## src/verilog/bphs_regs.vh

```
// Register offsets, field positions and timing counts for the boot sequencer.
`ifndef BPHS_REGS_VH
`define BPHS_REGS_VH
`define BPHS_ADDR_W          4
`define BPHS_OFF_CTRL        4'h0
`define BPHS_OFF_STATUS      4'h1
`define BPHS_OFF_BOOT_ADDR   4'h2
`define BPHS_OFF_DONE        4'h3
`define BPHS_OFF_PCI_READY   4'h4
`define BPHS_OFF_PCI_TARGET  4'h5
`define BPHS_OFF_PLL         4'h6
`define BPHS_OFF_EE_DATA     4'h7
`define BPHS_OFF_STRAPS      4'h8
`define BPHS_DONE_BIT        0
`define BPHS_ERR_LSB         8
`define BPHS_ERR_MSB         15
`define BPHS_ERR_CHECKSUM    8'h01
`define BPHS_MODE_EMU        4'h0
`define BPHS_MODE_1          4'h1
`define BPHS_MODE_2          4'h2
`define BPHS_MODE_3          4'h3
`define BPHS_MODE_UART       4'h8
`define BPHS_BUSCFG_FIXED    3'h1
`define BPHS_PLL_MULTIPLIER_VALUE_W          5
`define BPHS_POSTDIV_FIXED   2'h1
`define BPHS_CHK_SEED        8'hAA
`define BPHS_EE_BYTES        5'h1B
`define BPHS_EE_LAST_CFG     5'h19
`define BPHS_EE_CHK_IDX      5'h1A
`define BPHS_HOST_INTERRUPT_NS         1000
`define BPHS_CLK_NS          100
`endif
```

## src/verilog/bphs_boot_seq.v

```verilog
// Boot sequencer: strap capture, multiplier choice and host boot handshake.
`timescale 1ns/1ps
`include "bphs_regs.vh"
module bphs_boot_seq (
  // Clock and reset
  input  wire        CORE_CLK,
  input  wire        RST_N,
  // Strap pins
  input  wire [3:0]  BOOT_MODE,
  input  wire        FAST_BOOT,
  input  wire        PCI_ENABLE_STRAP,
  input  wire [2:0]  BUS_CONFIG_STRAP,
  input  wire [2:0]  PLL_MULT_STRAP,
  // Register port
  input  wire [3:0]  REG_ADDR,
  input  wire [31:0] REG_WDATA,
  input  wire        REG_WR,
  input  wire        REG_RD,
  output reg  [31:0] REG_RDATA,
  // Sequencer outputs
  output reg  [4:0]  PLL_MULTIPLIER_VALUE,
  output reg  [1:0]  PLL_POSTDIV,
  output reg         PLL_BYPASS,
  output reg         HOST_INTERRUPT,
  output reg         PCI_CONFIG_READY,
  output reg         EE_READ_REQ,
  output reg         EMU_IDLE,
  output reg         JUMP_VALID,
  output reg  [31:0] JUMP_ADDR
);

  localparam HOST_INTERRUPT_CYC = (`BPHS_HOST_INTERRUPT_NS + `BPHS_CLK_NS - 1) / `BPHS_CLK_NS;

  // Sequencer states, one-hot:
  //   LATCH  waits for agreeing straps and captures them.
  //   DECIDE picks the path from the latched mode and fast boot choice.
  //   PLL    programs multiplier and divider and leaves bypass.
  //   CLEAR  clears the handshake registers and starts the host signal (PCI strap off), PCI ready (mode 1) or the image walk (auto-init set).
  //   SIGNAL holds the host interrupt for its fixed length.
  //   EEREAD walks the auto-init image and checks its checksum.
  //   POLL   waits for the host to set the done bit.
  //   JUMP   hands over to the host address; terminal.
  //   EMU    idles for the debugger; terminal.
  //   FAIL   stands in for the serial fallback after a bad image; terminal.
  localparam S_LATCH  = 10'h001;
  localparam S_DECIDE = 10'h002;
  localparam S_PLL    = 10'h004;
  localparam S_CLEAR  = 10'h008;
  localparam S_SIGNAL = 10'h010;
  localparam S_EEREAD = 10'h020;
  localparam S_POLL   = 10'h040;
  localparam S_JUMP   = 10'h080;
  localparam S_EMU    = 10'h100;
  localparam S_FAIL   = 10'h200;

  reg        rst_m_r;
  reg        rst_s_r;
  wire       rst_n = rst_s_r;

  reg  [9:0]  state_r;
  reg  [3:0]  mode_r;
  reg         fast_r;
  reg         pci_enable_strap_r;
  reg  [2:0]  buscfg_r;
  reg  [2:0]  pll_mult_strap_r;
  reg  [31:0] boot_addr_r;
  reg         done_r;
  reg  [7:0]  err_r;
  reg         pci_target_r;
  reg  [7:0]  chk_r;
  reg  [4:0]  ee_idx_r;
  reg  [3:0]  host_interrupt_cnt_r;
  reg  [7:0]  ee_mem_r [0:26];
  reg         auto_init_r;
  reg  [9:0]  state_nxt;
  reg  [31:0] rdata_nxt;
  reg  [11:0] strap_s1_r;
  reg  [11:0] strap_s2_r;
  reg  [11:0] strap_s3_r;

  // Multiplier choice from the latched straps only.
  function [4:0] pick_mult;
    input [2:0] bc;
    input [2:0] ms;
    input [3:0] md;
    input       pe;
    begin
      if (bc == `BPHS_BUSCFG_FIXED) begin
        if (md == `BPHS_MODE_1 && !pe)
          pick_mult = 5'h1A;
        else if (md == `BPHS_MODE_3 && !pe)
          pick_mult = 5'h0E;
        else
          pick_mult = 5'h13;
      end else begin
        case (ms)
          3'h0:    pick_mult = 5'h13;
          3'h1:    pick_mult = 5'h0E;
          3'h2:    pick_mult = 5'h0F;
          3'h3:    pick_mult = 5'h11;
          3'h4:    pick_mult = 5'h15;
          3'h5:    pick_mult = 5'h18;
          3'h6:    pick_mult = 5'h1A;
          default: pick_mult = 5'h1D;
        endcase
      end
    end
  endfunction

  wire host_mode = (mode_r == `BPHS_MODE_1) || (mode_r == `BPHS_MODE_2) ||
                   (mode_r == `BPHS_MODE_3);
  wire done_wr   = REG_WR && (REG_ADDR == `BPHS_OFF_DONE);
  wire [7:0] ee_byte = ee_mem_r[ee_idx_r];
  wire       chk_ok  = (chk_r == ee_mem_r[`BPHS_EE_CHK_IDX]);
  wire       straps_agree = (strap_s2_r == strap_s3_r);

  always @(posedge CORE_CLK or negedge RST_N) begin
    if (!RST_N) begin
      rst_m_r <= 1'b0;
      rst_s_r <= 1'b0;
    end else begin
      rst_m_r <= 1'b1;
      rst_s_r <= rst_m_r;
    end
  end

  // Strap pins are asynchronous to the core clock. Each bit passes three
  // flops, and the sampled word counts only once the second and third
  // stages agree, so a strap still settling when reset lifts keeps the
  // sequencer in its latch state rather than being caught half way.
  // The stages carry no reset on purpose: they fill with the pin levels
  // while the device is held in reset, so nothing is lost at release.
  always @(posedge CORE_CLK) begin
    strap_s1_r <= {BOOT_MODE, FAST_BOOT, PCI_ENABLE_STRAP, BUS_CONFIG_STRAP,
                   PLL_MULT_STRAP};
    strap_s2_r <= strap_s1_r;
    strap_s3_r <= strap_s2_r;
  end

  // Straps are caught once after reset release and then held until the
  // next reset; later pin activity has no effect on the boot decision.
  always @(posedge CORE_CLK or negedge rst_n) begin
    if (!rst_n) begin
      mode_r   <= 4'h0;
      fast_r   <= 1'b0;
      pci_enable_strap_r  <= 1'b0;
      buscfg_r <= 3'h0;
      pll_mult_strap_r  <= 3'h0;
    end else if (state_r == S_LATCH && straps_agree) begin
      mode_r   <= strap_s3_r[11:8];
      fast_r   <= strap_s3_r[7];
      pci_enable_strap_r  <= strap_s3_r[6];
      buscfg_r <= strap_s3_r[5:3];
      pll_mult_strap_r  <= strap_s3_r[2:0];
    end
  end

  // Auto-init image store, loaded by software standing in for the EEPROM
  // read engine at its fixed target address.
  always @(posedge CORE_CLK) begin
    if (REG_WR && REG_ADDR == `BPHS_OFF_EE_DATA && REG_WDATA[12:8] <= `BPHS_EE_BYTES - 5'h1)
      ee_mem_r[REG_WDATA[12:8]] <= REG_WDATA[7:0];
  end

  // Next state. The sequencer only moves forward; JUMP, EMU and FAIL hold
  // until the next reset, as the boot code does once it has handed over
  // or given up.
  always @* begin
    state_nxt = state_r;
    case (state_r)
      S_LATCH: begin
        if (straps_agree)
          state_nxt = S_DECIDE;
      end
      S_DECIDE: begin
        if (mode_r == `BPHS_MODE_EMU)
          state_nxt = S_EMU;
        else if (fast_r)
          state_nxt = S_PLL;
        else if (host_mode)
          state_nxt = S_CLEAR;
        else
          state_nxt = S_JUMP;
      end
      S_PLL: begin
        state_nxt = host_mode ? S_CLEAR : S_JUMP;
      end
      S_CLEAR: begin
        if (!pci_enable_strap_r)
          state_nxt = S_SIGNAL;
        else if (mode_r == `BPHS_MODE_1 || !auto_init_r)
          state_nxt = S_POLL;
        else
          state_nxt = S_EEREAD;
      end
      S_SIGNAL: begin
        if (host_interrupt_cnt_r == 4'h1)
          state_nxt = S_POLL;
      end
      S_EEREAD: begin
        if (ee_idx_r > `BPHS_EE_LAST_CFG)
          state_nxt = chk_ok ? S_POLL : S_FAIL;
      end
      S_POLL: begin
        if (done_r)
          state_nxt = S_JUMP;
      end
      S_JUMP:  state_nxt = S_JUMP;
      S_EMU:   state_nxt = S_EMU;
      S_FAIL:  state_nxt = S_FAIL;
      default: state_nxt = S_LATCH;
    endcase
  end

  always @(posedge CORE_CLK or negedge rst_n) begin
    if (!rst_n) begin
      state_r              <= S_LATCH;
      boot_addr_r          <= 32'h0;
      done_r               <= 1'b0;
      err_r                <= 8'h0;
      pci_target_r         <= 1'b0;
      PCI_CONFIG_READY     <= 1'b0;
      PLL_MULTIPLIER_VALUE <= 5'h0;
      PLL_POSTDIV          <= 2'h0;
      PLL_BYPASS           <= 1'b1;
      HOST_INTERRUPT       <= 1'b0;
      EE_READ_REQ          <= 1'b0;
      EMU_IDLE             <= 1'b0;
      JUMP_VALID           <= 1'b0;
      JUMP_ADDR            <= 32'h0;
      chk_r                <= 8'h0;
      ee_idx_r             <= 5'h0;
      host_interrupt_cnt_r           <= 4'h0;
      auto_init_r          <= 1'b0;
    end else begin
      state_r <= state_nxt;
      // Host writes are honoured in every state but CLEAR, polling included.
      if (REG_WR && REG_ADDR == `BPHS_OFF_BOOT_ADDR)
        boot_addr_r <= REG_WDATA;
      if (done_wr)
        done_r <= REG_WDATA[`BPHS_DONE_BIT];
      // The clear below comes after the host writes, so in the one cycle
      // of CLEAR the clear wins; a host must not write before the signal.
      case (state_r)
        S_DECIDE: begin
          auto_init_r <= (mode_r == `BPHS_MODE_2) && pci_enable_strap_r && fast_r;
        end
        S_PLL: begin
          // No range check on the result: straps are trusted.
          PLL_MULTIPLIER_VALUE <= pick_mult(buscfg_r, pll_mult_strap_r, mode_r, pci_enable_strap_r);
          PLL_POSTDIV          <= `BPHS_POSTDIV_FIXED;
          PLL_BYPASS           <= 1'b0;
        end
        S_CLEAR: begin
          boot_addr_r <= 32'h0;
          done_r      <= 1'b0;
          err_r       <= 8'h0;
          if (!pci_enable_strap_r) begin
            HOST_INTERRUPT <= 1'b1;
            host_interrupt_cnt_r     <= HOST_INTERRUPT_CYC[3:0];
          end else if (mode_r == `BPHS_MODE_1) begin
            PCI_CONFIG_READY <= 1'b1;
            pci_target_r     <= 1'b1;
          end else if (auto_init_r) begin
            chk_r       <= `BPHS_CHK_SEED;
            ee_idx_r    <= 5'h0;
            EE_READ_REQ <= 1'b1;
          end
        end
        S_SIGNAL: begin
          if (host_interrupt_cnt_r == 4'h1)
            HOST_INTERRUPT <= 1'b0;
          host_interrupt_cnt_r <= host_interrupt_cnt_r - 4'h1;
        end
        S_EEREAD: begin
          if (ee_idx_r <= `BPHS_EE_LAST_CFG) begin
            chk_r    <= chk_r ^ ee_byte;
            ee_idx_r <= ee_idx_r + 5'h1;
          end else begin
            EE_READ_REQ <= 1'b0;
            if (chk_ok)
              PCI_CONFIG_READY <= 1'b1;
            else
              err_r <= `BPHS_ERR_CHECKSUM;
          end
        end
        S_JUMP: begin
          // The target is taken once; a later host write must not move it.
          if (!JUMP_VALID) begin
            JUMP_VALID <= 1'b1;
            JUMP_ADDR  <= boot_addr_r;
          end
        end
        S_EMU: EMU_IDLE <= 1'b1;
        default: ;
      endcase
    end
  end

  // Read port: data stand in the cycle after the strobe and only there,
  // and read as zero otherwise, so a stale word is never taken twice.
  // The control word and the image port read as zero; the image port is
  // write only, since the sequencer alone consumes what is stored there.
  always @* begin
    rdata_nxt = 32'h0;
    if (REG_RD) begin
      case (REG_ADDR)
        `BPHS_OFF_STATUS:     rdata_nxt = {22'h0, state_r};
        `BPHS_OFF_BOOT_ADDR:  rdata_nxt = boot_addr_r;
        `BPHS_OFF_DONE:       rdata_nxt = {16'h0, err_r, 7'h0, done_r};
        `BPHS_OFF_PCI_READY:  rdata_nxt = {31'h0, PCI_CONFIG_READY};
        `BPHS_OFF_PCI_TARGET: rdata_nxt = {31'h0, pci_target_r};
        `BPHS_OFF_PLL:        rdata_nxt = {24'h0, PLL_BYPASS, PLL_POSTDIV,
                                           PLL_MULTIPLIER_VALUE};
        `BPHS_OFF_STRAPS:     rdata_nxt = {20'h0, buscfg_r, pll_mult_strap_r, pci_enable_strap_r,
                                           fast_r, mode_r};
        default:              rdata_nxt = 32'h0;
      endcase
    end
  end

  always @(posedge CORE_CLK or negedge rst_n) begin
    if (!rst_n)
      REG_RDATA <= 32'h0;
    else
      REG_RDATA <= rdata_nxt;
  end

endmodule // bphs_boot_seq

```

## config.mk

```make
export PLATFORM = sky130hd
export DESIGN_NAME = bphs_boot_seq
export DESIGN_NICKNAME = d
export VERILOG_FILES = /design/src/verilog/bphs_boot_seq.v
export VERILOG_INCLUDE_DIRS = /design/src /design/src/verilog
export SDC_FILE = /design/constraint.sdc
export NUM_CORES = 1
export LEC_CHECK = 0
export BUFFER_PORTS_ARGS = -buffer_cell sky130_fd_sc_hd__buf_2
export CORE_ASPECT_RATIO = 1.1
export CORE_MARGIN = 2
export CORE_UTILIZATION = 60
export DETAILED_ROUTE_END_ITERATION = 6
export PLACE_DENSITY = 0.8
export SYNTH_ARGS = -nofsm -noshare
export SYNTH_HDL_FRONTEND = slang
export SYNTH_SLANG_ARGS = --single-unit
```

## constraint.sdc

```tcl
create_clock -name CORE_CLK -period 14 [get_ports CORE_CLK]
set_input_delay 0.7 -clock CORE_CLK [delete_from_list [all_inputs] [get_ports CORE_CLK]]
set_output_delay 0.7 -clock CORE_CLK [all_outputs]
set_load 0.03 [all_outputs]
```

# Word-level counts from Yosys, hierarchy flattened
# Memories as Yosys holds them, arrays and structs flattened.
# Index checks and enable logic that the tools add are counted.
# classes
add_sub_neg,2
magnitude_cmp,3
n_eq_ne,44
muxes,51
bitwise,2
n_reduce_logical,29
# op_table
op,count
case mux 32 bit (7 select lines),1
case mux 10 bit (10 select lines),1
2-to-1 mux 32 bit,3
2-to-1 mux 8 bit,8
2-to-1 mux 10 bit,5
2-to-1 mux 5 bit,7
case mux 5 bit (7 select lines),1
case mux 8 bit (2 select lines),2
"!= test 2 bit, second input constant",13
"equality test 4 x 2 -> 1 bit, second input constant",4
"equality test 4 x 3 -> 1 bit, second input constant",4
AND reduction 5 bit,3
2-to-1 mux 1 bit,14
2-to-1 mux 7 bit,2
equality test 12 bit,1
"equality test 4 x 1 -> 1 bit, second input constant",3
"equality test 10 x 1 -> 1 bit, second input constant",1
"equality test 10 bit, second input constant",1
"equality test 10 x 2 -> 1 bit, second input constant",1
"equality test 10 x 3 -> 1 bit, second input constant",1
"equality test 10 x 4 -> 1 bit, second input constant",1
"equality test 10 x 5 -> 1 bit, second input constant",1
"equality test 10 x 6 -> 1 bit, second input constant",1
"equality test 10 x 7 -> 1 bit, second input constant",1
27 further kinds,51
# totals
regBits,196
ram_bits,216
in_bits,52
output_inout_bits,77
word_cells,161
memories,1
# mem_list
name,words,width,read_ports,rd_clocked_by_memory_dff,write_ports,line,source
ee_mem_r,27,8,2,0,1,bphs_boot_seq.v:73,reg [7:0] ee_mem_r [0:26];

# Logic depth before layout (Yosys ltp)
# Gate-level depths: netlist of run 1.
# logic_depth
depth_word,7
ltp_mapped,11
ltp_nobuf,7

# Worst setup path before layout of run 1
# OpenSTA, ideal clock, no wires.
# synth_timing
path_type,in2reg
from,input port REG_ADDR[1]
to,"memory ee_mem_r[12][0], enable pin"
setup_time_ps,370
arrival_time_ps,2154
required_time_ps,13630
setup_slack_ps,11476
path_stages,5
n_path_buf,1
cell_sequence,clkbuf_1 and3_1 nand3_1 or3b_2 nor2_1
# synth_between
elab_chain_cells,5
# synth_lines
item,line,source
"start, declared",bphs_boot_seq.v:15,"input wire [3:0] REG_ADDR,"
equality test 4 x 3 -> 1 bit (no line),--,
logical AND 1 bit (no line),--,
logical AND 1 bit,bphs_boot_seq.v:161,if (REG_WR && REG_ADDR == `BPHS_OFF_EE_DATA && REG_WDATA[12:8] <= `BPHS_EE_BYTES - 5'h1)
2-to-1 mux 1 bit,bphs_boot_seq.v:161,
2-to-1 mux 1 bit (not written as such),bphs_boot_seq.v:162,ee_mem_r[REG_WDATA[12:8]] <= REG_WDATA[7:0];
"end, declared",bphs_boot_seq.v:73,
# Every way passes these cells.

# Worst setup path in the final report of run 1
# layout_timing
from,register ee_idx_r[0]
to,register chk_r[6]
# layout_between
elab_chain_cells,4
elab_cells_between_ends,7
classes_between,1 x order compare; 1 x eq/ne; 2 x mux; 1 x bitwise; 1 x reduce/logical; 1 x memory
# layout_lines
item,line,source
"start, declared",bphs_boot_seq.v:71,reg [4:0] ee_idx_r;
"start signal, assigned",bphs_boot_seq.v:278,ee_idx_r <= ee_idx_r + 5'h1;
memory (27 x 8 bit),--,
bitwise XOR 8 bit,bphs_boot_seq.v:277,chk_r <= chk_r ^ ee_byte;
2-to-1 mux 8 bit,bphs_boot_seq.v:276,if (ee_idx_r <= `BPHS_EE_LAST_CFG) begin
case mux 8 bit (2 select lines),bphs_boot_seq.v:244,case (state_r)
"end signal, assigned",bphs_boot_seq.v:265,chk_r <= `BPHS_CHK_SEED;
"end signal, assigned",bphs_boot_seq.v:277,
"end, declared",bphs_boot_seq.v:70,reg [7:0] chk_r;
# Several ways; a longest one is shown, not always the timed one. The select of a mux whose other input is x is not followed.
# A chain may end at the register's enable or synchronous reset.

==> flow_summary.yaml, run 1 <==
timing:
  timing.hold.ws_ns: 0.269
  fin_crit_ns: 3.30
  fin_setup_tns_ns: 0
  maxSlewViolCount: 0
  setup_viol: 0
  period_share: 0.235
  fmax_mhz: 303
  grt_setup_unrepaired: "no"
  finalHoldViolations: 0
  tightest_slew_ns: 1.17
  worst_slack_ns: 10.71
  slew_headroom: 0.220
  fin_skew_ns: 0.0282
synth:
  synth_edf_count: 216
  synth-seq-cells: 405
  synth_top_area_share: 0.401
  seq_area_frac_synth: 0.683
  syn_area_sq_um: 16200
  synth_warnings: 0
  synth.cells.most_frequent: "216 x edfxtp_1, 151 x dfrtp_1, 107 x nand2_1"
  yosysTopAreaCell: "edfxtp_1"
  ys_types: 71
  synth_area_per_cell_sq_um: 15.2
  synth_nets: 1120
  yosysMostFrequentCell: "edfxtp_1"
  synth_cells: 1064
  synthTopCellsByArea: "edfxtp_1 40%, dfrtp_1 23%, mux2_2 4.6%"
  synth_top_flop_cell: "edfxtp_1"
  synthArstFlopShare: 0.378
detailed_routing:
  num_vias: 9518
  detail_route.wl_per_cell_um: 22.3
  drcViolationCount: 10
  drt.antenna.violating_nets: 0
  vias_per_cell: 6.04
  routed_wl_mm: 35.1
  drtPass1Iterations: 7
  drt_iter0_drc: 1020
critical_path:
  r2r_slack_ns: 10.71
  critical_path_class: "flip-flop to flip-flop"
  path_cells: "buf_4 -> mux4_1 -> mux2_2 -> a221oi_1 -> a2111o_1 -> mux2_1"
  critical_path.endpoint: "chk_r[6]"
  required_ns: 14.41
  critPathLaunch: "ee_idx_r[0]"
  worstPathArrival_ns: 3.70
  worstSetupEndpointType: "flip-flop"
  reg2reg_from: "ee_idx_r[0]"
  critPathMaxStageDelay_ns: 0.75
  slowest_stage: "dfrtp_2"
  reg2reg_depth: 6
  crit_fanout: 35
  r2r-end: "chk_r[6]"
  start_kind: "flip-flop"
worst_hold_path:
  holdCritStartpoint: "BOOT_MODE[3]"
  hold_class: "primary input to flip-flop"
global_routing:
  grt_pass1_vias: 9593
  antenna_found_initial: 3
  grt_first_pass_wirelength_mm: 53.9
  grt.total_usage: 0.251
  gr-total-overflow: 0
  grt_max_degree: 92
final_layout:
  fin_area_sq_um: 18300
  fin_nets: 1240
  final_layout_size_suffix_gt1_frac: 0.249
  instances_no_fill: 1575
  final.fill_count: 1762
  area_growth_pct: 13.0
floorplanning:
  coreArea_sq_um: 26700
  die_w_um: 161
  design.die.area_sq_um: 28300
  die_h_um: 176
  pin_count: 129
  start_util: 0.605
  rows: 63
placed_design:
  post-place-ws_ns: 10.50
  placed_cells: 1498
  numPortBuffers: 127
  gp_congestion: 0.886
  placed_cell_area_sq_um: 17000
  dp_hpwl_mm: 22.7
clocking:
  clk_pin_slew_worst_paths_ns: 0.06
  htree_levels: 2
  numCtsBuffers: 40
  cts_tree: "done"
  clkSinkCount: 405
  clock_path_buffers: 3
  clk_latency_ns: 0.54
  root_buffer: "clkbuf_16"
status:
  violations: "DRC"
  outcome: "finished with violations"
power:
  vdd_drop_max_mv: 0.115
  p_leak_nw: 7.41
  p_per_area_nw_per_um2: 131
run:
  max_cap_violations: 0
## cell type report
type	instances	area, sq um	area share
timing repair buffer	137	713	0.0391
clock inverter	8	63.8	0.00349
inverter	7	26.3	0.00144
antenna	3	7.51	0.000411
clock buffer	65	1190	0.0650
sequential	405	11000	0.605
tap	357	447	0.0245
multi-input combinational	593	4770	0.261
## where the power goes
group          internal, mW  total, mW  switching [mW]
combinational        0.0249     0.0691          0.0442
sequential             1.28       1.31          0.0275
clock                 0.584       1.02           0.433
total                  1.89       2.40           0.505
## timing repair
item / CTS / global route
hold buffers: 1 / 0
buffers inserted: 0 / 0
hold endpoints to repair: 2 / 0
resized for setup: 0 / 0
## logic make-up (layout without fill, tap and decap cells)
| logic type | after synthesis | after routing | share of synthesized area |
|---|---|---|---|
| flip-flops | 405 | 405 | 0.683 |
| AO/OA/AOI/OAI | 122 | 122 | 0.0559 |
| AND/OR/NAND/NOR | 294 | 294 | 0.0900 |
| adder cells (fa/ha/maj) | 4 | 4 | 0.00310 |
| multiplexers | 145 | 145 | 0.131 |
| other | 2 | 5 | 0.000465 |
| buffers and inverters | 66 | 217 | 0.0224 |
| XOR/XNOR | 26 | 26 | 0.0141 |
## worst max-delay path: cells and delay by family (launching register included)
family,cells,cell delay [ns]
multiplexers,3,1.20
flip-flops,1,0.75
AO/OA/AOI/OAI,2,0.64
buffers and inverters,1,0.55
## flip-flops by register name (all words and copies together) (netlist names), 4 cells and up
name,cells
strap_s3_r,12
strap_s2_r,12
host_interrupt_cnt_r,4
chk_r,8
REG_RDATA,32
state_r,10
mode_r,4
PLL_MULTIPLIER_VALUE,5
boot_addr_r,32
strap_s1_r,12
ee_idx_r,5
ee_mem_r,216
JUMP_ADDR,32
## metal layers
metal  track usage  part of all wire
met1         0.323              0.38
met2         0.427              0.51
met3        0.0449             0.068
met4         0.102             0.040
met5             0                 0
## cell usage in the layout, fill, tap and decap left out, types with 8 or more instances in the layout
cell       Yosys  layout
nor2b_1       11      11
a21oi_1       37      37
nand2b_1      16      16
mux4_1        22      22
nor4_1         8       8
o21ai_0       21      21
nand2_1      107     107
buf_2         15     127
mux2_2        66      66
dfrtp_1      151     148
xor2_1        24      24
a221oi_1      12      12
and2_1        11      11
a222oi_1      11      11
mux4_2        18      18
clkbuf_1      26      18
nor2_1        61      61
mux2i_1       34      34
and3_1        32      32
nand3_1        9       9
edfxtp_1     216     216
nand4_1        9       9
dfxtp_1       36      36
buf_4         10       9
clkbuf_16      0      42
## how the worst min path moves through the flow
stage,endpoint,depth (start not counted)
detailed placement,strap_s2_r[6],0
CTS,strap_s1_r[4],1
global placement,strap_s2_r[11],0
finish,strap_s1_r[11],1
floorplan,strap_s2_r[0],0
global route,strap_s1_r[4],1
## per-stage QoR
stage / util / total power, mW
global route: 0.683 / 2.47
CTS: 0.683 / 2.41
detailed placement: 0.636 / 1.40
finish: 0.683 / 2.40
global placement: 0.636 / 1.40
floorplan: - / 1.36
Power figures use the tool's default switching activity.
==> run 2, diff against run 1 <==
--- a/config.mk
+++ b/config.mk
@@ -6,12 +6,13 @@
 export SDC_FILE = /design/constraint.sdc
 export NUM_CORES = 1
 export LEC_CHECK = 0
+export ABC_AREA = 1
 export BUFFER_PORTS_ARGS = -buffer_cell sky130_fd_sc_hd__buf_2
 export CORE_ASPECT_RATIO = 1.1
 export CORE_MARGIN = 2
-export CORE_UTILIZATION = 60
+export CORE_UTILIZATION = 54
 export DETAILED_ROUTE_END_ITERATION = 6
-export PLACE_DENSITY = 0.8
+export PLACE_DENSITY = 0.76
 export SYNTH_ARGS = -nofsm -noshare
 export SYNTH_HDL_FRONTEND = slang
 export SYNTH_SLANG_ARGS = --single-unit
==> constraint.sdc (replaced) <==
create_clock -name CORE_CLK -period 2.7 [get_ports CORE_CLK]
set_input_delay 0.135 -clock CORE_CLK [delete_from_list [all_inputs] [get_ports CORE_CLK]]
set_output_delay 0.135 -clock CORE_CLK [all_outputs]
set_load 0.03 [all_outputs]
==> run 2 against run 1 <==
  * The run now ends clean
  * Total power increased to 5.4 times the previous value
  * Worst hold slack worse by 0.24 ns
  * Global-route usage increased by 0.85 points
  * Critical endpoint unchanged
  * Via count rose by 29%
  * Largest power group unchanged
  * Die area up 15%
  * Combinational power rose to 8.0 times the previous value
  * Largest cell class unchanged
  * Fmax is 51% higher
  * Non-clock buffer count grew 76
==> flow_summary.yaml, run 2 <==
final_layout:
  final_layout_size_suffix_gt1_frac: 0.156
  final.fill_count: 2327
  final_util: 0.645
  fin_nets: 1889
  final_cell_mix: "367 x nand2_1, 216 x edfxtp_1, 183 x nor2_1"
  largest_register_ff_count: 216
  regArea_sq_um: 11000
  multi_input_comb_area_sq_um: 4620
  area_growth_pct: 17.5
  final_common_cell: "nand2_1"
detailed_routing:
  routed_wl_mm: 40.6
  drt_iter0_drc: 1250
  num_vias: 12312
  detail_route.wl_per_cell_um: 17.9
  drtPass1Iterations: 6
  drt.antenna.violating_nets: 0
  drcViolationCount: 0
  vias_per_cell: 5.41
critical_path:
  path_cells: "ha_1 -> o21ai_1 -> nand3_1 -> nand2_1 -> nand2_2 -> nand2_1 -> nand2_1 -> nor2_1"
  cp_num_cells: 8
  critPathBufInv: 0
  start_kind: "flip-flop"
  reg2reg_from: "ee_idx_r[0]"
  worstSetupEndpointType: "flip-flop"
  critical-path-top-delay-family: "simple AND/OR/NAND/NOR gates"
  crit_fanout: 47
  critPathMaxStageDelay_ns: 0.68
  slowest_stage: "dfrtp_4"
  critical_path_class: "flip-flop to flip-flop"
  required_ns: 3.16
  r2r_slack_ns: 0.52
  r2r-end: "chk_r[6]"
  crit_top_cell: "nand2_1"
  reg2reg_depth: 8
  worstPathArrival_ns: 2.65
timing:
  maxSlewViolCount: 0
  fin_skew_ns: 0.0122
  finalHoldViolations: 0
  fmax_mhz: 458
  setup_viol: 0
  tightest_slew_ns: 0.859
  worst_slack_ns: 0.515
  fin_setup_tns_ns: 0
  slew_headroom: 0.426
  grt_setup_unrepaired: "no"
  period_share: 0.809
  fin_crit_ns: 2.18
placed_design:
  dp_hpwl_mm: 26.1
  post-place-ws_ns: 0.556
  numPortBuffers: 127
  gp_congestion: 0.900
global_routing:
  gr-total-overflow: 0
  antenna_found_initial: 1
  gr-usage-met2: 0.437
  busiest_layer: "met2"
  grt_pass1_vias: 12436
  use_met3: 0.0452
  grt.total_usage: 0.259
  grt_use_met1: 0.324
  grt_max_degree: 71
  grt_first_pass_wirelength_mm: 65.0
clocking:
  root_buffer: "clkbuf_16"
  numCtsBuffers: 40
  clkSinkCount: 405
  cts_tree: "done"
  cts_setup_buffers: 0
  ctsHoldBuffers: 40
  clk_pin_slew_worst_paths_ns: 0.06
  clk_latency_ns: 0.53
  clock_path_buffers: 3
  htree_levels: 2
  post_cts_resized: 0
floorplanning:
  pin_count: 129
  die_h_um: 189
  rows: 67
  start_util: 0.549
  design.die.area_sq_um: 32400
  die_w_um: 172
  coreArea_sq_um: 30500
synth:
  synthTopCellsByArea: "edfxtp_1 39%, dfrtp_1 23%, nand2_1 8.3%"
  synth_cells: 1646
  synth_top_area_share: 0.387
  syn_area_sq_um: 16700
  synth_nets: 1702
  synth_area_per_cell_sq_um: 10.2
  seq_area_frac_synth: 0.659
  yosysTopAreaCell: "edfxtp_1"
  synth_warnings: 0
  synth.cells.most_frequent: "368 x nand2_1, 216 x edfxtp_1, 183 x nor2_1"
  synth_top_flop_cell: "edfxtp_1"
  synth_edf_count: 216
  yosysMostFrequentCell: "nand2_1"
  synth-seq-cells: 405
  ys_types: 52
  synthArstFlopShare: 0.378
power:
  p_per_area_nw_per_um2: 655
  vdd_drop_max_mv: 0.587
  p_leak_nw: 8.78
  p_total_mw: 12.9
worst_hold_path:
  holdCritStartpoint: "REG_WDATA[12]"
  hold_class: "primary input to flip-flop"
  holdPathEnd: "boot_addr_r[12]"
  holdPathStages: 3
run:
  max_cap_violations: 0
status:
  outcome: "complete, no violations"
==> run 2: worst reg2reg max path, cell delays in order, from the launching register on <==
cell     delay, ns
dfrtp_4       0.68
ha_1          0.29
o21ai_1       0.15
nand3_1       0.18
nand2_1       0.15
nand2_2       0.19
nand2_1       0.29
nand2_1       0.10
nor2_1        0.10
==> run 2: routing by layer <==
| metal | part of all wire | vias to the layer above |
|---|---|---|
| li1 | - | 5808 |
| met1 | 0.38 | 5798 |
| met2 | 0.50 | 566 |
| met3 | 0.076 | 140 |
| met4 | 0.049 | 0 |
| met5 | 0 | - |
==> run 2: worst max path at each step <==
stage           startpoint          end  slack (ns)
5_1_grt        ee_idx_r[0]     chk_r[4]        0.39
6_report       ee_idx_r[0]     chk_r[6]        0.52
2_1_floorplan        rst_n  EE_READ_REQ        0.17
4_1_cts        ee_idx_r[0]     chk_r[2]        0.54
3_5_place_dp   ee_idx_r[0]     chk_r[6]        0.56
3_3_place_gp   ee_idx_r[0]     chk_r[0]        0.64
==> run 2: cells by family (layout without fill, tap and decap cells) <==
family / after synthesis / in the layout / synth area share
compound gates: 184 / 184 / 0.0641
mux: 1 / 1 / 0.000673
xor+xnor: 21 / 21 / 0.0110
buf+inv: 258 / 474 / 0.0649
other cells: 2 / 3 / 0.000449
flops: 405 / 405 / 0.659
simple gates: 771 / 771 / 0.197
fa+ha+maj: 4 / 4 / 0.00299
==> run 2: final cells by class <==
type,instances,share of cell area
antenna,1,0.000127
clock buffer,61,0.0621
clock inverter,10,0.00547
sequential,405,0.561
timing repair buffer,213,0.0734
multi-input combinational,983,0.235
tap,414,0.0263
inverter,190,0.0365
==> run 2: metrics by stage <==
step	cell area [sq um]	std cells	hold slack [ns]
floorplan	16700	1646	-0.161
global placement	17900	2165	-0.0761
global route	19700	2276	0.0532
detailed placement	17900	2165	-0.0725
CTS	19700	2276	0.000651
finish	19700	2277	0.0256
==> run 2: power by group <==
group / switching [mW] / internal (mW) / leakage, nW
registers: 0.0985 / 6.68 / 4.09
clock network: 2.24 / 3.31 / 0.660
logic: 0.375 / 0.178 / 4.03
total: 2.72 / 10.2 / 8.78
==> run 3, diff against run 2 <==
--- a/config.mk
+++ b/config.mk
@@ -6,7 +6,7 @@
 export SDC_FILE = /design/constraint.sdc
 export NUM_CORES = 1
 export LEC_CHECK = 0
-export ABC_AREA = 1
+export ABC_AREA = 0
 export BUFFER_PORTS_ARGS = -buffer_cell sky130_fd_sc_hd__buf_2
 export CORE_ASPECT_RATIO = 1.1
 export CORE_MARGIN = 2
==> constraint.sdc (replaced) <==
create_clock -name CORE_CLK -period 2 [get_ports CORE_CLK]
set_input_delay 0.1 -clock CORE_CLK [delete_from_list [all_inputs] [get_ports CORE_CLK]]
set_output_delay 0.1 -clock CORE_CLK [all_outputs]
set_load 0.03 [all_outputs]
==> run 3 against run 2 <==
  * The run now ends with setup timing left
  * Cell area is 5.4% higher
  * Clock skew is 0.013 ns higher
  * Routed wire length is 4.1% higher
  * Largest cell class unchanged
  * Clock-buffer cell count is 6 lower
  * Register-to-register slack worse by 0.89 ns
  * Total power is 41% higher
  * Fmax is 7.9% lower
  * Critical path depth is 1 higher
  * Combinational power is 17% higher
  * Flip-flop and latch count stayed put
==> flow_summary.yaml, run 3 (synthesized netlist as in run 1, its figures left out) <==
worst_hold_path:
  holdCritStartpoint: "REG_ADDR[0]"
  hold_class: "primary input to flip-flop"
  holdPathStages: 4
  holdPathEnd: "REG_RDATA[0]"
clocking:
  numCtsBuffers: 41
  clock_path_buffers: 3
  root_buffer: "clkbuf_16"
  clk_pin_slew_worst_paths_ns: 0.07
  htree_levels: 2
  clkSinkCount: 405
  cts_tree: "done"
  clk_latency_ns: 0.54
power:
  p_per_area_nw_per_um2: 877
  vdd_drop_max_mv: 1.00
  p_total_mw: 18.2
  p_leak_nw: 8.58
final_layout:
  area_growth_pct: 28.3
  final_layout_size_suffix_gt1_frac: 0.367
  fin_area_sq_um: 20700
  final_common_cell: "edfxtp_1"
  fin_nets: 1427
  largest_register_ff_count: 216
  antenna_cells: 0
  final_cell_mix: "216 x edfxtp_1, 147 x dfrtp_1, 127 x buf_2"
global_routing:
  grt_max_degree: 48
  gr-total-overflow: 0
  grt_first_pass_wirelength_mm: 62.9
  antenna_found_initial: 0
  grt.total_usage: 0.268
  grt_pass1_vias: 10849
timing:
  grt_setup_unrepaired: "yes"
  setup_viol: 43
  period_share: 1.19
  fin_crit_ns: 2.37
  maxSlewViolCount: 0
  timing.hold.ws_ns: 0.104
  fmax_mhz: 422
  finalHoldViolations: 0
  fin_skew_ns: 0.0248
  slew_headroom: 0.427
  worst_slack_ns: -0.372
  tightest_slew_ns: 0.859
status:
  outcome: "finished with violations"
  violations: "setup timing"
critical_path:
  required_ns: 2.42
  crit_fanout: 8
  start_kind: "flip-flop"
  r2r-end: "chk_r[0]"
  critical_path_class: "flip-flop to flip-flop"
  reg2reg_depth: 9
  worstSetupEndpointType: "flip-flop"
  r2r_slack_ns: -0.37
  reg2reg_from: "ee_idx_r[0]"
  worstPathArrival_ns: 2.79
floorplanning:
  coreArea_sq_um: 29500
  design.die.area_sq_um: 31300
  start_util: 0.548
  die_w_um: 169
  pin_count: 129
  rows: 66
  die_h_um: 185
placed_design:
  gp_congestion: 0.925
  dp_hpwl_mm: 25.7
  numPortBuffers: 127
  placed_cell_area_sq_um: 18100
detailed_routing:
  drt_iter0_drc: 1050
  drt.antenna.violating_nets: 0
  drtPass1Iterations: 6
  routed_wl_mm: 42.3
  detail_route.wl_per_cell_um: 23.8
  num_vias: 10550
  vias_per_cell: 5.93
  drcViolationCount: 0
run:
  max_cap_violations: 0
==> run 3: cell count changes in the layout (fill, tap and decap cells not counted), moves of 34 or more <==
cell and delta:
inv_1 -167, buf_4 +82, mux2_4 +42, nor2_1 -125, nand2_1 -264, nand3_1 -137
o21ai_0 -54, mux2i_1 +34, mux4_2 +34
==> run 3: area by class of cell <==
cell class,instances,area [sq um]
Clock inverter,21,305
Fill cell,1794,8740
Inverter,7,38.8
Clock buffer,55,1210
Timing Repair Buffer,323,2480
Multi-Input combinational cell,593,5190
Tap cell,374,468
Sequential cell,405,11000
==> run 3: worst max-delay path by stage <==
| stage | to | start | cells past startpoint | slack, ns |
|---|---|---|---|---|
| 3_3_place_gp | chk_r[4] | ee_idx_r[0] | 7 | -0.40 |
| 4_1_cts | chk_r[0] | ee_idx_r[0] | 7 | -0.26 |
| 5_1_grt | chk_r[0] | ee_idx_r[0] | 9 | -0.41 |
| 3_5_place_dp | chk_r[6] | ee_idx_r[0] | 7 | -0.49 |
| 6_report | chk_r[0] | ee_idx_r[0] | 9 | -0.37 |
| 2_1_floorplan | chk_r[6] | ee_idx_r[0] | 7 | -0.19 |
==> run 3: worst max-delay path, cell delays in order, from the launching register on <==
cell and delay, ns:
dfrtp_2 0.43, buf_12 0.16, buf_16 0.14, buf_4 0.13, nor2b_2 0.28, a221oi_1 0.17, buf_4 0.19, a221oi_4 0.29
a2111o_1 0.17, mux2_4 0.32
==> run 3: power by group <==
group	switching [mW]	total, mW	internal (mW)
combinational	0.384	0.645	0.261
sequential	0.173	9.16	8.99
clock	3.20	8.39	5.19
total	3.76	18.2	14.4
==> run 3: stage by stage <==
step	TNS (ns)	utilization	setup slack [ns]	instances
2_1_floorplan	-5.07	-	-0.188	1064
3_3_place_gp	-6.02	0.613	-0.400	1625
5_1_grt	-9.88	0.704	-0.409	1778
6_report	-7.62	0.704	-0.372	1778
4_1_cts	-6.52	0.697	-0.257	1763
3_5_place_dp	-6.69	0.613	-0.491	1625
==> run 3: timing repair <==
action                                  4_1_cts  5_1_grt
endpoints found under the setup margin       46       76
cloned                                        3        0
pin swaps                                    24       21
gates resized for setup                      73       32
hold endpoints to repair                     41        0
hold buffers                                 42        0
buffers inserted                             18       18
==> run 3: metal layers <==
metal  GRT usage  vias up  wire [um]
met2       0.466      521      22000
li1            -     4609          -
met4       0.114        0       1810
met1       0.335     5314      15400
met3      0.0459      106       3110
met5           0        -          0
